===== config.mk =====
export PLATFORM = sky130hd
export DESIGN_NAME = igd_dispatch
export DESIGN_NICKNAME = d
export VERILOG_FILES = /design/src/core/igd_pkg.sv /design/src/core/igd_busy_trk.sv /design/src/core/igd_fp_hist.sv /design/src/core/igd_dispatch.sv
export SDC_FILE = /design/constraint.sdc
export NUM_CORES = 1
export LEC_CHECK = 0
export BUFFER_PORTS_ARGS = -buffer_cell sky130_fd_sc_hd__buf_2
export CORE_ASPECT_RATIO = 0.5
export CORE_MARGIN = 1
export CORE_UTILIZATION = 50
export DETAILED_ROUTE_END_ITERATION = 10
export GPL_TIMING_DRIVEN = 0
export PLACE_DENSITY = 0.71
export RECOVER_POWER = 100
export SLEW_MARGIN = 15
export SYNTH_ARGS = -nofsm -noshare
export SYNTH_HDL_FRONTEND = slang
export SYNTH_SLANG_ARGS = --single-unit

===== constraint.sdc =====
create_clock -name clk -period 6.8 [get_ports clk]
set_input_delay 1.36 -clock clk [delete_from_list [all_inputs] [get_ports clk]]
set_output_delay 1.36 -clock clk [all_outputs]
set_load 0.1 [all_outputs]

===== src/core/igd_pkg.sv =====
// Shared constants, types and helpers for instruction group dispatch.
// Assumes one core clock and slot 0 of the staging queue as oldest.
package igd_pkg;
    // Slot geometry and register index widths
    localparam int SLOTS     = 4;
    localparam int IREG_W    = 5;
    localparam int FREG_W    = 6;
    localparam int HCNT_W    = 4;
    localparam int BCNT_W    = 4;
    localparam int ISRC_N    = 3;
    localparam int FSRC_N    = 2;
    // Store data operands (integer and float source index)
    localparam int SRC_DATA  = 2;
    localparam int FSRC_DATA = 0;
    // Pipe mask bit positions
    localparam int PIPES     = 6;
    localparam int P_A0      = 0;
    localparam int P_A1      = 1;
    localparam int P_MS      = 2;
    localparam int P_BR      = 3;
    localparam int P_FGA     = 4;
    localparam int P_FGM     = 5;
    // Instruction class flag positions
    localparam int CLS_W     = 7;
    localparam int C_STORE   = 0;
    localparam int C_FSTORE  = 1;
    localparam int C_HVAR    = 2;
    localparam int C_GSRW    = 3;
    localparam int C_ASRW    = 4;
    localparam int C_PIXEL_DISTANCE_OP   = 5;
    localparam int C_FDIV    = 6;
    // Latencies and counts in cycles; ST_GAP counts dispatched groups
    localparam int FP_LAT    = 4;
    localparam int PIXEL_DISTANCE_OP_LAT = 1;
    localparam int HIST_D    = FP_LAT - 1;
    localparam int ST_GAP    = 2;
    localparam logic [HCNT_W-1:0] ASR_BUB  = 4'h7;
    localparam logic [HCNT_W-1:0] HCNT_ONE = 4'h1;
    localparam logic [BCNT_W-1:0] BCNT_ONE = 4'h1;
    // Divide unit busy bits: first part, last part
    localparam int DIV_P1    = 0;
    localparam int DIV_P2    = 1;

    typedef enum logic [2:0] {
        ST_RUN  = 3'h1,
        ST_HELP = 3'h2,
        ST_BUB  = 3'h4
    } igd_mode_t;

    // Single halves alias the doubles built from them
    function automatic logic f_overlap(
        input logic [FREG_W-1:0] a,
        input logic              ad,
        input logic [FREG_W-1:0] b,
        input logic              bd
    );
        if (ad || bd)
            return a[FREG_W-1:1] == b[FREG_W-1:1];
        return a == b;
    endfunction
endpackage


===== src/core/igd_busy_trk.sv =====
// Helper cycles, forced bubbles and blocking pipe reservation.
// Assumes dispatch events are one-cycle pulses on the same clock.
`timescale 1ns/10ps
module igd_busy_trk
    import igd_pkg::*;
#(
    parameter int PW = PIPES
) (
    // Clock and reset
    input  wire logic              clk,
    input  wire logic              rst_b,
    // Dispatch events
    input  wire logic              help_go,
    input  wire logic [HCNT_W-1:0] help_n,
    input  wire logic              asr_go,
    input  wire logic              blk_go,
    input  wire logic [BCNT_W-1:0] blk_cyc,
    input  wire logic [PW-1:0]     blk_pipe,
    // Hold status
    output logic                   hold_o,
    output logic                   helper_o,
    output logic [PW-1:0]          rsv_o
);
    typedef struct packed {
        igd_mode_t         mode;
        logic [HCNT_W-1:0] cnt;
        logic [PW-1:0]     rmask;
        logic [BCNT_W-1:0] rcnt;
    } igd_busy_t;

    igd_busy_t q, d;

    always_comb begin
        d = q;
        case (q.mode)
            ST_RUN: begin
                if (help_go && help_n != '0) begin
                    d.mode = ST_HELP;
                    d.cnt  = help_n;
                end else if (asr_go) begin
                    d.mode = ST_BUB;
                    d.cnt  = ASR_BUB;
                end
            end
            ST_HELP, ST_BUB: begin
                d.cnt = q.cnt - 1'b1;
                if (q.cnt == HCNT_ONE)
                    d.mode = ST_RUN;
            end
            default: d.mode = ST_RUN;
        endcase
        if (q.rcnt != '0)
            d.rcnt = q.rcnt - 1'b1;
        if (blk_go && blk_cyc > BCNT_ONE) begin
            d.rmask = blk_pipe;
            d.rcnt  = blk_cyc - 1'b1;
        end
    end

    always_ff @(posedge clk or negedge rst_b) begin
        if (!rst_b)
            q <= '{mode: ST_RUN, cnt: '0, rmask: '0, rcnt: '0};
        else
            q <= d;
    end

    assign hold_o   = q.mode != ST_RUN;
    assign helper_o = q.mode == ST_HELP;
    assign rsv_o    = (q.rcnt != '0) ? q.rmask : '0;
endmodule


===== src/core/igd_fp_hist.sv =====
// Recent float destinations by age, for latency interlocks.
// Assumes writes are the float results dispatched this cycle.
`timescale 1ns/10ps
module igd_fp_hist
    import igd_pkg::*;
#(
    parameter int N = SLOTS
) (
    // Clock and reset
    input  wire logic                              clk,
    input  wire logic                              rst_b,
    // Dispatched producers
    input  wire logic [N-1:0]                      wr_v,
    input  wire logic [N-1:0][FREG_W-1:0]          wr_dst,
    input  wire logic [N-1:0]                      wr_dbl,
    input  wire logic [N-1:0]                      wr_pd,
    // Waiting consumers
    input  wire logic [N-1:0][FSRC_N-1:0]          rd_v,
    input  wire logic [N-1:0][FSRC_N-1:0][FREG_W-1:0] rd,
    input  wire logic [N-1:0][FSRC_N-1:0]          rd_dbl,
    input  wire logic [N-1:0]                      rd_pd,
    // Per-slot interlock
    output logic [N-1:0]                           haz_o
);
    typedef struct packed {
        logic [HIST_D-1:0][N-1:0]             v;
        logic [HIST_D-1:0][N-1:0][FREG_W-1:0] dst;
        logic [HIST_D-1:0][N-1:0]             dbl;
        logic [HIST_D-1:0][N-1:0]             pd;
    } igd_hist_t;

    igd_hist_t q, d;

    always_comb begin
        d        = q;
        d.v[0]   = wr_v;
        d.dst[0] = wr_dst;
        d.dbl[0] = wr_dbl;
        d.pd[0]  = wr_pd;
        for (int a = 1; a < HIST_D; a++) begin
            d.v[a]   = q.v[a-1];
            d.dst[a] = q.dst[a-1];
            d.dbl[a] = q.dbl[a-1];
            d.pd[a]  = q.pd[a-1];
        end
    end

    // Entry at index a was dispatched a+1 cycles ago
    always_comb begin
        haz_o = '0;
        for (int i = 0; i < N; i++)
            for (int k = 0; k < FSRC_N; k++)
                for (int a = 0; a < HIST_D; a++)
                    for (int e = 0; e < N; e++)
                        if (q.v[a][e] && rd_v[i][k] &&
                            f_overlap(rd[i][k], rd_dbl[i][k],
                                      q.dst[a][e], q.dbl[a][e])) begin
                            if (q.pd[a][e] && rd_pd[i]) begin
                                if (a + 1 < PIXEL_DISTANCE_OP_LAT)
                                    haz_o[i] = 1'b1;
                            end else if (a + 1 < FP_LAT) begin
                                haz_o[i] = 1'b1;
                            end
                        end
    end

    always_ff @(posedge clk or negedge rst_b) begin
        if (!rst_b)
            q <= '0;
        else
            q <= d;
    end
endmodule


===== src/core/igd_dispatch.sv =====
// Dispatch-stage grouping and interlock logic for the staging slots.
// Assumes slot 0 is oldest and all inputs come from the core clock.
`timescale 1ns/10ps
// Function
// - A group holds only conflict-free parallel instructions, settled before dispatch.
// - Nothing younger than a held instruction dispatches that cycle.
// - Hold a source matching the memory pipe execute-stage destination.
// - Cache-stage destination match holds only for late producers like signed byte loads.
// - No check against the memory pipe miss-stage destination.
// - Helpers come from the dispatch stage, counted by opcode or units.
// - An instruction needing helpers is the youngest of its group.
// - A helper cycle dispatches alone and blocks everything else.
// - Two writers of one integer register break the group before the second.
// - Same-group float writers allowed; older write suppressed by age.
// - Condition-code setters group freely with integer branches.
// - No same-group bypass except store data from an older producer.
// - A consumer dispatches no earlier than producer latency after it.
// - Float and media latency is four, bar divide and pixel chains.
// - Dependency checks see single halves aliasing double registers.
// - Two divide busy bits; a new divide waits for part one.
// - Nothing enters the float multiply pipe when a divide changes parts.
// - A float store using a divide result waits for completion.
// - Graphics status writers end their group.
// - Pixel distance to pixel distance latency one, otherwise four.
// - Pixel distance waits for miss-stage stores and stores two groups ahead.
// - Blocking multicycle instructions reserve their pipes until done.
// - On a dependency the whole group stays until it clears.
// - State writes end their group and force seven bubbles.
module igd_dispatch
    import igd_pkg::*;
#(
    parameter int N = SLOTS
) (
    // Clock and reset
    input  wire logic                               clk,
    input  wire logic                               rst_b,
    // Staging slots, slot 0 oldest
    input  wire logic [N-1:0]                       sl_vld,
    input  wire logic [N-1:0][PIPES-1:0]            sl_pipe,
    input  wire logic [N-1:0][CLS_W-1:0]            sl_cls,
    input  wire logic [N-1:0][HCNT_W-1:0]           sl_help_n,
    input  wire logic [N-1:0][BCNT_W-1:0]           sl_blk_cyc,
    input  wire logic [N-1:0]                       sl_idst_v,
    input  wire logic [N-1:0][IREG_W-1:0]           sl_idst,
    input  wire logic [N-1:0][ISRC_N-1:0]           sl_isrc_v,
    input  wire logic [N-1:0][ISRC_N-1:0][IREG_W-1:0] sl_isrc,
    input  wire logic [N-1:0]                       sl_fdst_v,
    input  wire logic [N-1:0][FREG_W-1:0]           sl_fdst,
    input  wire logic [N-1:0]                       sl_fdst_dbl,
    input  wire logic [N-1:0][FSRC_N-1:0]           sl_fsrc_v,
    input  wire logic [N-1:0][FSRC_N-1:0][FREG_W-1:0] sl_fsrc,
    input  wire logic [N-1:0][FSRC_N-1:0]           sl_fsrc_dbl,
    // Pipe status
    input  wire logic                               ms_e_dst_v,
    input  wire logic [IREG_W-1:0]                  ms_e_dst,
    input  wire logic                               ms_c_dst_v,
    input  wire logic [IREG_W-1:0]                  ms_c_dst,
    input  wire logic                               ms_c_late,
    input  wire logic                               st_in_m,
    input  wire logic [HCNT_W-1:0]                  var_help_n,
    input  wire logic                               fdiv_p1_done,
    input  wire logic                               fdiv_p2_done,
    // Dispatch results
    output logic [N-1:0]                            disp_o,
    output logic [N-1:0]                            fp_kill_o,
    output logic                                    helper_o,
    output logic                                    fgm_hold_o,
    output logic [1:0]                              div_busy_o
);
    typedef struct packed {
        logic [ST_GAP-1:0] st_hist;
        logic [1:0]        div_busy;
        logic [1:0][FREG_W-1:0] div_dst;
        logic [1:0]             div_dbl;
    } igd_main_t;

    igd_main_t         s_q, s_d;
    logic [N-1:0]      nh, brk, gm, haz, fp_haz, disp, f_wv;
    logic [N-1:0]      st_v, fgm_v, div_v, pd_v, asr_v;
    logic [PIPES-1:0]  rsv, blk_pipe;
    logic [HCNT_W-1:0] help_n;
    logic [BCNT_W-1:0] blk_cyc;
    logic              hold, any_haz, help_go, asr_go, blk_go, open;

    always_comb begin
        for (int i = 0; i < N; i++) begin
            nh[i]    = sl_help_n[i] != '0 || sl_cls[i][C_HVAR];
            st_v[i]  = sl_cls[i][C_STORE] || sl_cls[i][C_FSTORE];
            fgm_v[i] = sl_pipe[i][P_FGM];
            div_v[i] = sl_cls[i][C_FDIV];
            pd_v[i]  = sl_cls[i][C_PIXEL_DISTANCE_OP];
            asr_v[i] = sl_cls[i][C_ASRW];
        end
    end

    // Group breaks against older members; cc setters and integer
    // branches need no break since the branch reads cc in execute
    always_comb begin
        brk = '0;
        for (int i = 0; i < N; i++) begin
            if (!sl_vld[i])
                brk[i] = 1'b1;
            for (int j = 0; j < i; j++) begin
                if ((sl_pipe[i] & sl_pipe[j]) != '0)
                    brk[i] = 1'b1;
                if (sl_idst_v[i] && sl_idst_v[j] &&
                    sl_idst[i] == sl_idst[j])
                    brk[i] = 1'b1;
                for (int k = 0; k < ISRC_N; k++)
                    if (sl_isrc_v[i][k] && sl_idst_v[j] &&
                        sl_isrc[i][k] == sl_idst[j] &&
                        !(k == SRC_DATA && sl_cls[i][C_STORE]))
                        brk[i] = 1'b1;
                for (int k = 0; k < FSRC_N; k++)
                    if (sl_fsrc_v[i][k] && sl_fdst_v[j] &&
                        f_overlap(sl_fsrc[i][k], sl_fsrc_dbl[i][k],
                                  sl_fdst[j], sl_fdst_dbl[j]) &&
                        !(k == FSRC_DATA && sl_cls[i][C_FSTORE]))
                        brk[i] = 1'b1;
                if (nh[j])
                    brk[i] = 1'b1;
                if (sl_cls[j][C_GSRW])
                    brk[i] = 1'b1;
                if (asr_v[j])
                    brk[i] = 1'b1;
            end
        end
        open = 1'b1;
        for (int i = 0; i < N; i++) begin
            open  = open && !brk[i];
            gm[i] = open;
        end
    end

    // Interlocks against instructions already in the pipes; the
    // miss-stage destination is never compared, its data is ready
    always_comb begin
        haz = '0;
        for (int i = 0; i < N; i++) begin
            for (int k = 0; k < ISRC_N; k++) begin
                if (sl_isrc_v[i][k] && ms_e_dst_v &&
                    sl_isrc[i][k] == ms_e_dst)
                    haz[i] = 1'b1;
                if (sl_isrc_v[i][k] && ms_c_dst_v && ms_c_late &&
                    sl_isrc[i][k] == ms_c_dst)
                    haz[i] = 1'b1;
            end
            // Each part keeps its own dest; a newer divide must not
            // hide the older one still finishing its last part
            for (int k = 0; k < FSRC_N; k++)
                for (int p = 0; p < 2; p++)
                    if (sl_fsrc_v[i][k] && s_q.div_busy[p] &&
                        f_overlap(sl_fsrc[i][k], sl_fsrc_dbl[i][k],
                                  s_q.div_dst[p], s_q.div_dbl[p]))
                        haz[i] = 1'b1;
            if (fp_haz[i])
                haz[i] = 1'b1;
            if (div_v[i] && s_q.div_busy[DIV_P1])
                haz[i] = 1'b1;
            if (fgm_v[i] && fdiv_p1_done)
                haz[i] = 1'b1;
            if (pd_v[i] && (st_in_m || s_q.st_hist[ST_GAP-1]))
                haz[i] = 1'b1;
            if ((sl_pipe[i] & rsv) != '0)
                haz[i] = 1'b1;
        end
    end

    // Whole group waits on any member's hazard, keeping order intact
    assign any_haz = (haz & gm) != '0;
    assign disp    = (hold || any_haz) ? '0 : gm;

    always_comb begin
        help_go  = 1'b0;
        help_n   = '0;
        blk_go   = 1'b0;
        blk_cyc  = '0;
        blk_pipe = '0;
        for (int i = 0; i < N; i++) begin
            if (disp[i] && nh[i]) begin
                help_go = 1'b1;
                help_n  = sl_cls[i][C_HVAR] ? var_help_n
                                            : sl_help_n[i];
            end
            if (disp[i] && sl_blk_cyc[i] > BCNT_ONE) begin
                blk_go   = 1'b1;
                blk_cyc  = sl_blk_cyc[i];
                blk_pipe = sl_pipe[i];
            end
        end
        asr_go = (disp & asr_v) != '0;
    end

    // Older of two same-group float writers loses its register write
    always_comb begin
        fp_kill_o = '0;
        for (int i = 0; i < N; i++)
            for (int j = i + 1; j < N; j++)
                if (disp[i] && disp[j] && sl_fdst_v[i] &&
                    sl_fdst_v[j] &&
                    f_overlap(sl_fdst[i], sl_fdst_dbl[i],
                              sl_fdst[j], sl_fdst_dbl[j]))
                    fp_kill_o[i] = 1'b1;
    end

    // Divide dest tracked by busy bits, not the fixed-latency history
    assign f_wv = disp & sl_fdst_v & ~div_v;

    always_comb begin
        s_d = s_q;
        if (disp != '0)
            s_d.st_hist = {s_q.st_hist[ST_GAP-2:0],
                           (disp & st_v) != '0};
        if (fdiv_p2_done)
            s_d.div_busy[DIV_P2] = 1'b0;
        if (fdiv_p1_done) begin
            s_d.div_busy[DIV_P1] = 1'b0;
            s_d.div_busy[DIV_P2] = 1'b1;
            s_d.div_dst[DIV_P2]  = s_q.div_dst[DIV_P1];
            s_d.div_dbl[DIV_P2]  = s_q.div_dbl[DIV_P1];
        end
        for (int i = 0; i < N; i++)
            if (disp[i] && div_v[i]) begin
                s_d.div_busy[DIV_P1] = 1'b1;
                s_d.div_dst[DIV_P1] = sl_fdst[i];
                s_d.div_dbl[DIV_P1] = sl_fdst_dbl[i];
            end
    end

    always_ff @(posedge clk or negedge rst_b) begin
        if (!rst_b)
            s_q <= '0;
        else
            s_q <= s_d;
    end

    igd_fp_hist #(
        .N      (N)
    ) u_hist (
        .clk    (clk),
        .rst_b  (rst_b),
        .wr_v   (f_wv),
        .wr_dst (sl_fdst),
        .wr_dbl (sl_fdst_dbl),
        .wr_pd  (pd_v),
        .rd_v   (sl_fsrc_v),
        .rd     (sl_fsrc),
        .rd_dbl (sl_fsrc_dbl),
        .rd_pd  (pd_v),
        .haz_o  (fp_haz)
    );

    igd_busy_trk #(
        .PW       (PIPES)
    ) u_busy (
        .clk      (clk),
        .rst_b    (rst_b),
        .help_go  (help_go),
        .help_n   (help_n),
        .asr_go   (asr_go),
        .blk_go   (blk_go),
        .blk_cyc  (blk_cyc),
        .blk_pipe (blk_pipe),
        .hold_o   (hold),
        .helper_o (helper_o),
        .rsv_o    (rsv)
    );

    assign disp_o     = disp;
    assign fgm_hold_o = fdiv_p1_done;
    assign div_busy_o = s_q.div_busy;

    // Checks
    logic waw, young_bad, e_hit;

    always_comb begin
        waw       = 1'b0;
        young_bad = 1'b0;
        e_hit     = 1'b0;
        for (int i = 0; i < N; i++)
            for (int j = i + 1; j < N; j++) begin
                if (disp[i] && disp[j] && sl_idst_v[i] &&
                    sl_idst_v[j] && sl_idst[i] == sl_idst[j])
                    waw = 1'b1;
                if (disp[i] && nh[i] && disp[j])
                    young_bad = 1'b1;
            end
        for (int k = 0; k < ISRC_N; k++)
            if (ms_e_dst_v && sl_isrc_v[0][k] &&
                sl_isrc[0][k] == ms_e_dst)
                e_hit = 1'b1;
    end
endmodule


==> results of run 1 <==
==> cells by family (layout without fill, tap and decap cells) <==
logic type / count (synthesis) / after routing / synth area share (%)
AO/OA/AOI/OAI: 200 / 200 / 7.07
XOR/XNOR: 1023 / 1023 / 42.8
adder cells (fa/ha/maj): 5 / 5 / 0.299
buffers and inverters: 325 / 588 / 7.95
flip-flops: 143 / 143 / 17.1
multiplexers: 46 / 46 / 2.46
other: 1 / 15 / 0.0179
AND/OR/NAND/NOR: 864 / 864 / 22.2
==> synth_stat cells (5+ instances only) <==
cell / number
and2_1: 6
a211oi_1: 6
o22ai_1: 7
nand2b_1: 6
a21oi_1: 23
nor3_1: 192
a21boi_0: 12
o21a_1: 6
o311ai_0: 16
buf_6: 5
a2111oi_0: 7
inv_1: 18
nor2_1: 54
nand3_1: 85
a22oi_1: 12
dfrtp_1: 142
a222oi_1: 5
clkbuf_1: 72
xor2_1: 178
o21ai_0: 39
a41oi_1: 5
mux2i_1: 24
mux2_2: 15
ha_1: 5
a221oi_1: 5
xnor2_1: 845
nor3b_1: 7
buf_4: 52
mux2_4: 7
o31ai_1: 10
nor2b_1: 7
nor4_1: 94
clkbuf_2: 5
buf_1: 10
buf_2: 163
nand2_1: 134
and3_1: 9
and4_1: 5
nand4_1: 221
or3_1: 22
==> final cells by class <==
cell class / instances / area share [%]
tap: 540 / 2.88
sequential: 143 / 15.2
clock inverter: 15 / 0.714
antenna: 14 / 0.149
inverter: 18 / 0.288
timing repair buffer: 232 / 4.97
multi-input combinational: 2139 / 67.2
buffer: 306 / 6.76
clock buffer: 17 / 1.81
==> final timing paths <==
kind | from | endpoint | cells past startpoint
min in group asynchronous | rst_b | u_busy.q[12] | 1
hold / removal | u_hist.d[86] | u_hist.q[86] | 0
max in group asynchronous | rst_b | u_hist.q[104] | 1
setup / recovery | sl_fsrc[28] | fp_kill_o[1] | 16
hold reg to reg | u_hist.d[86] | u_hist.q[86] | 0
setup reg to reg | u_busy.q[0] | u_busy.q[5] | 21
==> worst max-delay path, delay by kind of cell <==
family,cells,cell delay [ns]
simple gates,9,2.45
buf+inv,5,1.39
xor+xnor,1,0.13
compound gates,1,0.06
==> where the power goes <==
group          switching [mW]  total [mW]  leakage, nW  internal (mW)
Sequential             0.0824        1.06         1.71          0.973
Clock                   0.499       0.994        0.289          0.495
Combinational            1.48        2.45         6.16          0.965
==> metal layers <==
metal | vias up | routed length [um] | global-route usage (%)
met4 | 2 | 4750 | 19.5
met1 | 10700 | 38400 | 59.5
met5 | - | 13 | 0
met3 | 365 | 14000 | 14.4
met2 | 1773 | 40400 | 65.5
li1 | 9470 | - | -
==> registers in the layout, indices dropped and copies added, names as in the netlist <==
signal,count
u_hist.q,36
div_busy_o,2
u_busy.q,17
s_q,16
u_hist.d,72
==> cells in the final DEF (no fill, tap or decap), types with 85 or more instances in the layout <==
master,n
xnor2_1,845
buf_2,350
nand4_1,221
nor3_1,190
xor2_1,178
dfrtp_1,142
nand2_1,133
clkbuf_1,101
nor4_1,90
nand3_1,85
==> what timing repair did <==
action                     CTS  global route
setup buffers                5             2
gates resized for setup      9            14
pin swaps                    3             3
setup endpoints to repair    5             5
hold buffers                 0             0
==> per-stage QoR <==
step           setup TNS (ns)  utilization [%]
2_1_floorplan         -0.0135                -
3_3_place_gp            -2.53             55.8
3_5_place_dp            -2.03             55.9
4_1_cts                     0             57.5
5_1_grt                     0             57.5
6_report                    0             57.6
==> impl_metrics.toml, run 1 <==
[floorplan]
die_width_um = 291
ios = 314
die_area_um2 = 42700
coreArea_um2 = 40800
die_h_um = 147
core.rowCount = 52
initial_utilization_pct = 51.3

[sta]
period_minus_slack_ns = 6.80
fin_ws_ns = 0.00200
period_share_pct = 100
slew-limit-headroom_pct = -188
maxClockFrequency_mhz = 147
finalClockSkew_ns = 0.0202
timing.hold.ws_ns = 0.361
setup_viol = 0
tightestPinTransition_ns = 4.32
drv_slew = 71
rsz0062_at_grt = "no"
hold_viol_final = 0

[global_routing]
grt_overflow = 0
grt_antenna_before_repair = 10
grt_use_total_pct = 44.6
grt_pass1_wl_um = 140000
grt_max_degree = 74
grt_pass1_vias = 20400

[logic_synthesis]
synth-seq-area-share_pct = 17.1
syn-mean-instance-area_um2 = 8.02
synth_top_cell_by_area = "xnor2_1"
synth-async-reset-ratio_pct = 100
ys.flop_type = "dfrtp_1"
synth_edf_count = 0
synth_fp_nets = 2914
netlist.area_leader.share_pct = 35.4
ys_top_cells_by_area = "xnor2_1 (35%), dfrtp_1 (17%), xor2_1 (7.5%)"
synth_seq_cells = 143
synth_cells = 2607
syn_area_um2 = 20900
yosysWarnings = 0
synth_cell_type_count = 81

[clock_network]
cts_buffer_depth = 2
clkSlewWorstSetupHoldPaths_ns = 0.08
numCtsBuffers = 17
cts-root-buf = "clkbuf_16"
htreeDepth = 4
clkSinkCount = 143
tritoncts = "yes"
clk_latency_ns = 0.47

[placed_design]
place_congestion = 1.08
place_area_um2 = 22800
dpl.cell_count = 3372
dp_hpwl_um = 76900
io_buffer_count = 224
pre_cts_ws_ns = -0.697

[route]
dr.pass1.iters = 6
routed_wl_um = 97600
drtIter0Drc = 3534
wl_per_cell_um = 28.5
ant_nets = 0
post-route-drc-count = 0
via_count = 22300
via_per_inst = 6.52

[finish]
finalInstanceArea_um2 = 23500
multi_input_area_um2 = 15800
seqCellArea_um2 = 3580
nFillCells = 3845
drive_gt1_share_pct = 17.5
nets = 3164
syn2layout_area_growth_pct = 12.3
fin_cells = 3424

[power]
p_leak_nw = 8.16
power_density_nw_per_um2 = 191
total_power_mw = 4.50
ir_drop_mv = 0.219

[worst_setup_path]
crit_slowest_cell = "buf_2"
cp.arrival_ns = 5.44
crit_required_ns = 5.44
end_kind = "output pin"
startpoint_type = "input port"
critPathMaxStageDelay_ns = 0.45
cp_cell_sequence = "buf_2 > buf_2 > xnor2_1 > nand4_1 > or3_1 > nand4_1 > nor4_4 > nand4_1 > buf_4 > buf_4 > nor3_1 > and3_1 > nand2_1 > or3_1 > o41ai_4 > buf_4"
worstPathMaxFanout = 10
critPathKind = "in2out"
r2r_setup_slack_ns = 1.07

[job]
max-cap-violations = 1

[run_status]
violations = "max-capacitance violations, max-slew violations"
status = "finished, violations left"

[min_path]
hp-class = "reg2reg"
(Power assumes the default switching activity.)
==> inputs of run 2 (changes only) <==
--- a/config.mk
+++ b/config.mk
@@ -13,6 +13,7 @@
 export GPL_TIMING_DRIVEN = 0
 export PLACE_DENSITY = 0.71
 export RECOVER_POWER = 100
+export SETUP_SLACK_MARGIN = 0.2
 export SLEW_MARGIN = 15
 export SYNTH_ARGS = -nofsm -noshare
 export SYNTH_HDL_FRONTEND = slang
==> run 2 against run 1 <==
  * Fmax about the same
  * Worst setup slack better by 0.0018 ns
  * Clock power rose by 4%
  * Worst hold slack improved by 0.0059 ns
  * Critical path type unchanged
  * Sequential cell count unchanged
  * The run still ends with max-capacitance violations, max-slew violations left
  * First-iteration DRC count fell by 4.3%
  * Global-route usage fell by 0.28 points
  * Sequential power is essentially flat
  * Utilization up 0.15 points
  * Sequential share of layout area hardly changed
  * Critical path depth decreased by 1
  * Critical endpoint is now fp_kill_o[0]
==> impl_metrics.toml, run 2 (synthesized netlist as in run 1, its figures left out) <==
[run_status]
status = "finished, violations left"
violations = "max-capacitance violations, max-slew violations"

[worst_setup_path]
critPathMaxStageDelay_ns = 0.47
cp_cell_sequence = "clkbuf_1 > clkbuf_2 > nand2_1 > nand4_1 > nor3_1 > nor3_1 > and4_1 > nand4_1 > a22oi_4 > nand3_4 > nor2_4 > nand2_1 > nor3_1 > o31a_2 > buf_4"
r2r_cells = 22
critPathKind = "in2out"
crit_slowest_cell = "a22oi_4"
end_kind = "output pin"
crit_required_ns = 5.44
worstPathMaxFanout = 10
crit_family = "simple AND/OR/NAND/NOR gates"
reg2reg_to = "u_busy.q[6]"
r2r-start = "u_busy.q[0]"
cp.arrival_ns = 5.44
critical_path_buf_inv_count = 3
startpoint_type = "input port"
crit_path_frequent_cell = "nor3_1"
r2r_setup_slack_ns = 0.68

[placed_design]
io_buffer_count = 224
dp_hpwl_um = 77600
place_congestion = 1.05
place_area_um2 = 22800
dpl.cell_count = 3372
pre_cts_ws_ns = -0.822

[power]
p_leak_nw = 8.18
ir_drop_mv = 0.203
power_density_nw_per_um2 = 193
total_power_mw = 4.55

[clock_network]
cts_buffer_depth = 2
clkSlewWorstSetupHoldPaths_ns = 0.07
numCtsBuffers = 17
clk_latency_ns = 0.47
tritoncts = "yes"
htreeDepth = 4
clkSinkCount = 143
ctsHoldBuffers = 0
cts-root-buf = "clkbuf_16"

[finish]
final_common_cell = "xnor2_1"
syn2layout_area_growth_pct = 12.6
final_cell_mix = "xnor2_1 (845), buf_2 (348), nand4_1 (221)"
fin_cells = 3418
largest_reg_flops = 72
nets = 3164
drive_gt1_share_pct = 17.7
finalInstanceArea_um2 = 23600

[floorplan]
ios = 314
die_width_um = 291
die_area_um2 = 42700
core.rowCount = 52
coreArea_um2 = 40800
initial_utilization_pct = 51.3
die_h_um = 147

[route]
post-route-drc-count = 0
routed_wl_um = 97500
via_count = 22300
dr.pass1.iters = 8
ant_nets = 0
drtIter0Drc = 3381
via_per_inst = 6.52
wl_per_cell_um = 28.5

[sta]
hold_viol_final = 0
rsz0062_at_grt = "yes"
fin_ws_ns = 0.00384
setup_viol = 0
timing.hold.ws_ns = 0.367
period_share_pct = 99.9
period_minus_slack_ns = 6.80
maxClockFrequency_mhz = 147
tightestPinTransition_ns = 4.82
drv_slew = 76
finalClockSkew_ns = 0.0200
slew-limit-headroom_pct = -221

[min_path]
whs_path_depth = 0
holdPathEnd = "u_hist.q[75]"
hp-class = "reg2reg"
min_from = "u_hist.d[75]"

[global_routing]
grt_overflow = 0
grt_antenna_before_repair = 9
grt_max_degree = 77
grt_pass1_vias = 20200
grt_use_total_pct = 44.3
grt_pass1_wl_um = 139000

[job]
max-cap-violations = 1
## run 2: cell count changes in the layout (fill, tap and decap cells not counted), sizes merged
cell,previous run,this run
buf,425,427
bufinv,0,2
clkbuf,130,128
diode,14,8
inv,27,25
## run 2: routing by layer
| metal | global-route usage, % | wire, um |
|---|---|---|
| met2 | 66.0 | 40700 |
| met5 | 0 | 13 |
| met3 | 13.4 | 13300 |
| met1 | 59.6 | 39100 |
| met4 | 17.5 | 4300 |
## run 2: worst max path at each step
stage	end	slack, ns	startpoint	cells after the start
detailed placement	fp_kill_o[0]	-0.82	sl_fsrc[24]	15
global route	fp_kill_o[0]	0.10	sl_cls[5]	15
floorplan	fp_kill_o[1]	-0.01	sl_fsrc[18]	13
finish	fp_kill_o[0]	0.004	sl_cls[5]	15
CTS	fp_kill_o[0]	0.20	sl_cls[16]	12
global placement	fp_kill_o[0]	-0.87	sl_fsrc[24]	15
## run 2: timing repair
item | 4_1_cts | 5_1_grt
pin swaps | 6 | 2
gates resized for setup | 18 | 20
setup endpoints to repair | 6 | 5
buffers inserted | 9 | 0
## run 2: through the flow
step	TNS (ns)	util [%]
after floorplan	-0.0135	-
after global placement	-2.82	55.8
after detailed placement	-2.56	55.9
after CTS	0	57.8
after global routing	0	57.7
final	0	57.7
## run 2: area by class of cell
class	count	area (um^2)
buffer	304	1590
clock inverter	15	198
inverter	18	67.6
fill	3845	17200
antenna	8	20.0
clock buffer	17	425
sequential	143	3580
timing repair buffer	234	1180
tap	540	676
multi-input combinational	2139	15800
## run 2: report_power, final
part | leakage [nW] | internal, mW | switching (mW) | total (mW)
logic | 6.17 | 0.967 | 1.50 | 2.46
registers | 1.71 | 0.974 | 0.0856 | 1.06
clock network | 0.300 | 0.560 | 0.473 | 1.03
total | 8.18 | 2.50 | 2.05 | 4.55
